File: config.mk
export PLATFORM = sky130hd
export DESIGN_NAME = cppc_pilot_ctrl
export DESIGN_NICKNAME = d
export VERILOG_FILES = /design/src/cppc_pkg.sv /design/src/cppc_pilot_ctrl.sv
export VERILOG_INCLUDE_DIRS = /design/src
export SDC_FILE = /design/constraint.sdc
export NUM_CORES = 1
export LEC_CHECK = 0
export BUFFER_PORTS_ARGS = -buffer_cell sky130_fd_sc_hd__buf_2
export CAP_MARGIN = 20
export CORE_MARGIN = 2
export CORE_UTILIZATION = 55
export CTS_BUF_LIST = sky130_fd_sc_hd__clkbuf_8
export DETAILED_ROUTE_END_ITERATION = 7
export MAX_ROUTING_LAYER = met4
export PLACE_DENSITY = 0.77
export SLEW_MARGIN = 10
export SYNTH_ARGS = -nofsm -noshare
export SYNTH_HDL_FRONTEND = slang
export SYNTH_SLANG_ARGS = --single-unit
File: constraint.sdc
create_clock -name sys_clk -period 2.35 [get_ports sys_clk]
set_input_delay 0.47 -clock sys_clk [delete_from_list [all_inputs] [get_ports sys_clk]]
set_output_delay 0.47 -clock sys_clk [all_outputs]
set_load 0.01 [all_outputs]
File: src/cppc_map.svh
// Constants for the charge pilot pulse controller
`ifndef CPPC_MAP_SVH
`define CPPC_MAP_SVH
// Clock rate and pilot repetition rate
`define CPPC_CLK_HZ 40000000
`define CPPC_PILOT_HZ 1000
// Prescaler: one timer tick per this many clocks (40 MHz / 40 = 1 MHz)
`define CPPC_PRESC_DIV 40
// Ticks per pilot period at the tick rate
`define CPPC_PERIOD_TICKS (`CPPC_CLK_HZ / `CPPC_PRESC_DIV / `CPPC_PILOT_HZ)
// Counter width, signed
`define CPPC_CNT_W 12
// Start value is half the period below zero
`define CPPC_START_VAL (-(`CPPC_PERIOD_TICKS / 2))
// Trigger compare is fixed at zero
`define CPPC_TRIG_VAL 0
// Period end compare: last tick of the period
`define CPPC_END_VAL ((`CPPC_PERIOD_TICKS / 2) - 1)
// Duty limits in ticks per thousand-tick period
`define CPPC_DUTY_MIN 30
`define CPPC_DUTY_MAX 970
`define CPPC_BASIC_MIN 100
`define CPPC_BASIC_MAX 960
`define CPPC_HLC_MIN 30
`define CPPC_HLC_MAX 70
`define CPPC_HLC_DUTY 50
// Reset duty value
`define CPPC_DUTY_RST 50
// Register offsets
`define CPPC_REG_CTRL 4'h0
`define CPPC_REG_DUTY 4'h1
`define CPPC_REG_STAT 4'h2
`define CPPC_REG_LEVEL 4'h3
// Control field positions
`define CPPC_CTRL_ENABLE 0
`define CPPC_CTRL_FAULT 1
`define CPPC_CTRL_HLC 2
`define CPPC_CTRL_TRIGSEL 3
`endif

File: src/cppc_pkg.sv
// Types for the charge pilot pulse controller
package cppc_pkg;
  // Classified pilot level from the measuring side
  typedef enum logic [2:0] {
    CPPC_LVL_12V = 3'h0,
    CPPC_LVL_9V = 3'h1,
    CPPC_LVL_6V = 3'h2,
    CPPC_LVL_3V = 3'h3,
    CPPC_LVL_OTHER = 3'h4
  } cppc_level_t;
  // Connection state
  typedef enum logic [1:0] {
    CPPC_ST_A,
    CPPC_ST_B,
    CPPC_ST_C,
    CPPC_ST_ERR
  } cppc_state_t;
  // Register bus request
  typedef struct packed {
    logic [3:0] addr;
    logic [15:0] wdata;
    logic wr;
    logic rd;
  } cppc_bus_t;
  // Level report from the converter
  typedef struct packed {
    logic valid;
    logic [2:0] code;
  } cppc_meas_t;
endpackage

File: src/cppc_pilot_ctrl.sv
// Charge pilot pulse generator, trigger and connection sequencer
//
// Chosen here: the plain strobed port and the placing of the registers.
`timescale 1ns/1ps
`default_nettype none
`include "cppc_map.svh"
module cppc_pilot_ctrl
  import cppc_pkg::*;
(
  input wire logic sys_clk,
  input wire logic rst,
  input wire cppc_bus_t bus_req,
  output logic [15:0] bus_rdata,
  input wire cppc_meas_t meas,
  output logic pilot_pulse_out,
  output logic [1:0] conversion_trigger,
  output logic charging_on
);
  localparam int W = `CPPC_CNT_W;
  typedef logic signed [W-1:0] cppc_cnt_t;

  // -------------------------------------------------------------
  // Helpers
  // -------------------------------------------------------------
  // Clamp a programmed duty (per mille) into the accepted range
  function automatic logic [9:0] cppc_clamp(input logic [15:0] d);
    if (d < 16'(`CPPC_DUTY_MIN)) begin
      cppc_clamp = 10'(`CPPC_DUTY_MIN);
    end else if (d > 16'(`CPPC_DUTY_MAX)) begin
      cppc_clamp = 10'(`CPPC_DUTY_MAX);
    end else begin
      cppc_clamp = d[9:0];
    end
  endfunction

  // Half of the ON time in ticks, as a signed count
  function automatic cppc_cnt_t cppc_half(input logic [9:0] d);
    cppc_half = cppc_cnt_t'({2'h0, d} >> 1);
  endfunction

  // -------------------------------------------------------------
  // Registers
  // -------------------------------------------------------------
  logic [3:0] ctrl_reg;
  logic [3:0] ctrl_next;
  logic [9:0] duty_reg;
  logic [9:0] duty_next;
  logic [5:0] presc_reg;
  logic [5:0] presc_next;
  cppc_cnt_t cnt_reg;
  cppc_cnt_t cnt_next;
  cppc_cnt_t rise_reg;
  cppc_cnt_t rise_next;
  cppc_cnt_t fall_reg;
  cppc_cnt_t fall_next;
  cppc_state_t state_reg;
  cppc_state_t state_next;
  logic [2:0] level_reg;
  logic [2:0] level_next;
  logic pulse_reg;
  logic pulse_next;
  logic [1:0] trig_reg;
  logic [1:0] trig_next;
  logic [15:0] rdata_reg;
  logic [15:0] rdata_next;
  logic trig_pend_reg;
  logic trig_pend_next;

  // -------------------------------------------------------------
  // Register decode
  // -------------------------------------------------------------
  // Write decode with the duty clamped into the accepted range
  wire wr_ctrl = bus_req.wr && bus_req.addr == `CPPC_REG_CTRL;
  wire wr_duty = bus_req.wr && bus_req.addr == `CPPC_REG_DUTY;
  wire enable = ctrl_reg[`CPPC_CTRL_ENABLE];
  wire fault = ctrl_reg[`CPPC_CTRL_FAULT];
  wire hlc = ctrl_reg[`CPPC_CTRL_HLC];
  wire trig_sel = ctrl_reg[`CPPC_CTRL_TRIGSEL];
  assign ctrl_next = wr_ctrl ? bus_req.wdata[3:0] : ctrl_reg;
  assign duty_next = wr_duty ? cppc_clamp(bus_req.wdata) : duty_reg;

  // Read mux, answered in the next cycle; unmapped reads give zero
  logic [15:0] rd_val;
  always_comb begin
    if (bus_req.addr == `CPPC_REG_CTRL) begin
      rd_val = {12'h000, ctrl_reg};
    end else if (bus_req.addr == `CPPC_REG_DUTY) begin
      rd_val = {6'h00, duty_reg};
    end else if (bus_req.addr == `CPPC_REG_STAT) begin
      rd_val = {12'h000, pulse_reg, charging_on, state_reg};
    end else if (bus_req.addr == `CPPC_REG_LEVEL) begin
      rd_val = {13'h0000, level_reg};
    end else begin
      rd_val = 16'h0000;
    end
  end
  // Idle cycles return zero so a stale word is never taken for data
  assign rdata_next = bus_req.rd ? rd_val : 16'h0000;

  // -------------------------------------------------------------
  // Timebase
  // -------------------------------------------------------------
  // One period spans half its ticks below zero to just under half above;
  // the twelve signed bits hold that span without wrapping
  // Prescaler gives one counter tick per microsecond
  wire tick = presc_reg == 6'(`CPPC_PRESC_DIV - 1);
  assign presc_next = tick ? 6'h00 : presc_reg + 6'h01;
  wire at_end = cnt_reg == cppc_cnt_t'(`CPPC_END_VAL);

  // Counter steps per tick and reloads at period end
  assign cnt_next = !tick ? cnt_reg :
                    at_end ? cppc_cnt_t'(`CPPC_START_VAL) :
                    cnt_reg + cppc_cnt_t'(1);

  // Compares are centred on zero and latched only at reload
  wire [9:0] eff_duty = hlc ? 10'(`CPPC_HLC_DUTY) : duty_reg;
  wire load_cmp = tick && at_end;
  assign rise_next = load_cmp ? -cppc_half(eff_duty) : rise_reg;
  assign fall_next = load_cmp ? cppc_half(eff_duty) : fall_reg;

  // -------------------------------------------------------------
  // Connection sequencer
  // -------------------------------------------------------------
  // Level code is taken only when marked valid
  wire lvl_valid = meas.valid;
  assign level_next = lvl_valid ? meas.code : level_reg;
  // A fault wins over every level; clearing it restarts from state A
  always_comb begin
    state_next = state_reg;
    if (fault) begin
      state_next = CPPC_ST_ERR;
    end else begin
      case (state_reg)
        CPPC_ST_A: begin
          if (level_reg == 3'(CPPC_LVL_9V)) begin
            state_next = CPPC_ST_B;
          end else if (level_reg == 3'(CPPC_LVL_6V)) begin
            state_next = CPPC_ST_C;
          end
        end
        CPPC_ST_B: begin
          if (level_reg == 3'(CPPC_LVL_6V)) begin
            state_next = CPPC_ST_C;
          end else if (level_reg == 3'(CPPC_LVL_12V)) begin
            state_next = CPPC_ST_A;
          end
        end
        CPPC_ST_C: begin
          if (level_reg == 3'(CPPC_LVL_9V)) begin
            state_next = CPPC_ST_B;
          end else if (level_reg == 3'(CPPC_LVL_12V)) begin
            state_next = CPPC_ST_A;
          end
        end
        default: begin
          state_next = CPPC_ST_A;
        end
      endcase
    end
  end
  // 3 V and other codes leave the state where it is

  // -------------------------------------------------------------
  // Pilot output and trigger
  // -------------------------------------------------------------
  // Pulses only in state C with the enable set
  // Entering C mid-period keeps the line high until the next fall
  // compare or reload, so the first ON time may be stretched
  wire run = enable && state_reg == CPPC_ST_C;
  wire hit_rise = tick && cnt_reg == rise_reg;
  wire hit_fall = tick && cnt_reg == fall_reg;
  wire hit_trig = tick && cnt_reg == cppc_cnt_t'(`CPPC_TRIG_VAL);
  always_comb begin
    if (state_reg == CPPC_ST_ERR) begin
      pulse_next = 1'b0;
    end else if (!run) begin
      pulse_next = 1'b1;
    end else if (hit_rise) begin
      pulse_next = 1'b1;
    end else if (hit_fall) begin
      pulse_next = 1'b0;
    end else if (load_cmp) begin
      pulse_next = 1'b0;
    end else begin
      pulse_next = pulse_reg;
    end
  end
  // The trigger lags the zero tick by two clocks, which still falls
  // well inside the ON time for every accepted duty
  // Zero-crossing trigger, sent to the selected converter input
  assign trig_pend_next = run && hit_trig;
  assign trig_next = trig_sel ? {trig_pend_reg, 1'b0} :
                     {1'b0, trig_pend_reg};

  // -------------------------------------------------------------
  // State update
  // -------------------------------------------------------------
  // Synchronous reset leaves the pilot high and idle
  always_ff @(posedge sys_clk) begin
    if (rst) begin
      ctrl_reg <= 4'h0;
      duty_reg <= 10'(`CPPC_DUTY_RST);
      presc_reg <= 6'h00;
      cnt_reg <= cppc_cnt_t'(`CPPC_START_VAL);
      rise_reg <= cppc_cnt_t'(-(`CPPC_DUTY_RST / 2));
      fall_reg <= cppc_cnt_t'(`CPPC_DUTY_RST / 2);
      state_reg <= CPPC_ST_A;
      level_reg <= 3'(CPPC_LVL_12V);
      pulse_reg <= 1'b1;
      trig_pend_reg <= 1'b0;
      trig_reg <= 2'h0;
      rdata_reg <= 16'h0000;
    end else begin
      ctrl_reg <= ctrl_next;
      duty_reg <= duty_next;
      presc_reg <= presc_next;
      cnt_reg <= cnt_next;
      rise_reg <= rise_next;
      fall_reg <= fall_next;
      state_reg <= state_next;
      level_reg <= level_next;
      pulse_reg <= pulse_next;
      trig_pend_reg <= trig_pend_next;
      trig_reg <= trig_next;
      rdata_reg <= rdata_next;
    end
  end

  // Charging flag registered from state
  logic chg_reg;
  always_ff @(posedge sys_clk) begin
    if (rst) begin
      chg_reg <= 1'b0;
    end else begin
      chg_reg <= (state_next == CPPC_ST_C) && enable;
    end
  end

  assign pilot_pulse_out = pulse_reg;
  assign conversion_trigger = trig_reg;
  assign bus_rdata = rdata_reg;
  assign charging_on = chg_reg;
endmodule
`default_nettype wire

==> flow_metrics.py <==
metrics = {
    "run_status": {
        "status": "completed",
    },
    "placement": {
        "io_buffer_count": 41,
        "place_hpwl_mm": 5.422,
        "place.gp.congestion": 0.9093,
    },
    "timing": {
        "slew_violations": 0,
        "final.period_utilization_pct": 89.31,
        "hold_violations": 0,
        "fmax_ghz": 0.4765,
        "finClkSkew_ns": 0.007682,
        "period_minus_slack_ns": 2.099,
        "hold_ws_ns": 0.3485,
        "worst_pin_slew_ns": 0.5340,
        "rsz0062_at_grt": "no",
        "setup_tns_ns": 0,
        "setup_viol": 0,
        "relSlewSlack_pct": 64.40,
    },
    "floorplan": {
        "rows": 28,
        "start_util_pct": 57.06,
        "die_area_um2": 6824,
        "io_pins": 48,
        "core_region_area_um2": 5956,
        "die_h_um": 82.61,
        "die_x_um": 82.61,
    },
    "clocking": {
        "ctsResizeCount": 0,
        "postCtsSetupRepairBufs": 0,
        "cts-root-buf": "clkbuf_8",
        "hold_buffers": 0,
        "cts_buffer_depth": 2,
        "cts.clk_slew.worst_paths_ns": 0.08,
        "clkLatencyLatePin_ns": 0.35,
        "cts_made_buffers": 9,
        "cts_htree_levels": 3,
        "cts_num_sinks": 72,
        "cts_tree": "yes",
    },
    "grt": {
        "grt_use_total_pct": 24.95,
        "grt_max_degree": 45,
        "grt_pass1_vias": 2578,
        "grt_antenna_before_repair": 0,
        "grt_overflow": 0,
        "grt_pass1_wl_mm": 12.41,
    },
    "critical_path": {
        "r2r_slack_ns": 0.25,
        "cp.buffers_inverters": 0,
        "crit_chain": "ha_1 -> nand4b_2 -> nor2_8 -> nand3_2 -> or3_1 -> a21oi_2",
        "r2r_end": "rise_reg[4]",
        "reg2regPathDepth": 6,
        "crit_family": "simple AND/OR/NAND/NOR gates",
        "cp_slowest_stage_delay_ns": 0.47,
        "reg2reg_from": "presc_reg[0]",
        "cp.required_ns": 2.64,
        "cp.arrival_ns": 2.38,
        "cp-end-kind": "register",
        "cp-start-kind": "register",
        "path_max_fanout": 14,
        "crit_type": "reg2reg",
        "cpMaxStageDelayCell": "or3_1",
    },
    "yosys": {
        "yosysWarnings": 0,
        "synth_flop_cell": "dfxtp_1",
        "synth-edff-count": 0,
        "synth.ff_latch_count": 72,
        "synth_cell_types": 52,
        "yosysSeqAreaShare_pct": 42.42,
        "postSynthAreaPerCell_um2": 8.647,
        "syn_inst": 393,
        "async_reset_ff_share_pct": 0,
        "syn_area_um2": 3398,
    },
    "route": {
        "detail-route-antenna-nets": 0,
        "drc": 0,
        "drt_pass1_iterations": 4,
        "drt_iter0_drc": 160,
        "vias": 2761,
        "drt-wirelength-per-cell_um": 14.69,
        "routed_wl_mm": 7.449,
        "viasPerCell": 5.446,
    },
    "pwr": {
        "ir_worst_vdd_mv": 0.4588,
        "p_leak_nw": 1.639,
        "powerDensity_nw_per_um2": 639.0,
    },
    "worst_hold_path": {
        "whs_endpoint": "level_reg[1]",
        "hold_depth": 3,
        "hold_start": "meas[1]",
        "hp-class": "in2reg",
    },
    "cells_and_area": {
        "insertedDiodeCount": 0,
        "area_delta_synth_final_pct": 12.74,
        "drive_gt1_share_pct": 16.20,
        "final_cell_mix": "72 x dfxtp_1, 60 x nor2_1, 41 x buf_2",
        "fin_nets": 459,
        "final_common_cell": "dfxtp_1",
    },
    "run": {
        "cap_violations": 0,
    },
}
final cells by class:
class                           count  area (µm²)
Multi-Input combinational cell    293        1813
Timing Repair Buffer               46       242.7
Tap cell                           75       93.84
Fill cell                         533        2125
Inverter                            5       18.77
Sequential cell                    72        1441
Clock buffer                       10       137.6
Clock inverter                      6       83.83
worst max path at each step:
stage	from	endpoint	slack, ns	cells after the start
detailed placement	presc_reg[0]	rise_reg[6]	0.32	6
global route	presc_reg[0]	rise_reg[4]	0.12	6
global placement	bus_req[11]	duty_reg[2]	0.40	6
CTS	presc_reg[0]	rise_reg[4]	0.26	6
finish	presc_reg[0]	rise_reg[4]	0.25	6
floorplan	ctrl_reg[2]	rise_reg[8]	0.49	9
through the flow:
| step | instance area [µm²] | util (%) | cells | power (mW) | worst slack, ns |
|---|---|---|---|---|---|
| 5_1_grt | 3831 | 64.33 | 507 | 2.523 | 0.1231 |
| 3_5_place_dp | 3610 | 60.61 | 491 | 1.397 | 0.3215 |
| 2_1_floorplan | 3417 | - | 398 | 1.357 | 0.4924 |
| 4_1_cts | 3831 | 64.33 | 507 | 2.461 | 0.2640 |
| 3_3_place_gp | 3610 | 60.61 | 491 | 1.393 | 0.4049 |
| 6_report | 3831 | 64.33 | 507 | 2.448 | 0.2513 |
cell families (layout without fill, tap and decap cells):
logic type      Yosys count  in the layout  synth area share [%]
fa+ha+maj                 4              4                 1.473
simple gates            184            184                 28.09
compound gates           48             48                 9.610
flops                    72             72                 42.42
other cells               1              6                0.1104
xor+xnor                 41             41                 10.57
buf+inv                  33             67                 4.786
mux                      10             10                 2.946
routing by layer:
layer  up-vias  wire [µm]  track usage, %
li1       1396          -               -
met1      1286       3534           33.63
met2        63       3396           36.85
met3        16        349           3.804
met4         0        168           11.64
met5         -          0               -
Yosys cell counts (5+ instances only):
| cell type | count | share of area, % |
|---|---|---|
| nor2b_1 | 8 | 1.5 |
| buf_2 | 7 | 1.0 |
| xor2_1 | 29 | 7.5 |
| and3_1 | 7 | 1.3 |
| nand2_1 | 34 | 3.8 |
| buf_4 | 6 | 1.3 |
| a211o_1 | 7 | 1.8 |
| o21bai_1 | 5 | 1.1 |
| a21oi_1 | 15 | 2.2 |
| nor3_1 | 17 | 2.5 |
| mux2i_1 | 10 | 2.9 |
| xnor2_1 | 12 | 3.1 |
| nor2_1 | 60 | 6.6 |
| nand3_1 | 16 | 2.4 |
| dfxtp_1 | 72 | 42 |
| and2_1 | 7 | 1.3 |
| nor4_1 | 5 | 0.92 |
| clkbuf_1 | 13 | 1.4 |
| inv_1 | 5 | 0.55 |
tightest hold or removal path, delay by kind of cell:
family        cells  cell delay [ns]
mux               1             0.05
simple gates      1             0.07
buf+inv           1             0.07
where the power goes:
group	total [mW]	leakage (nW)	internal [mW]	switching, mW
combinational	0.119	0.947	0.0513	0.0680
sequential	1.25	0.583	1.23	0.0168
clock	1.08	0.110	0.620	0.458
(Power assumes the default switching activity.)
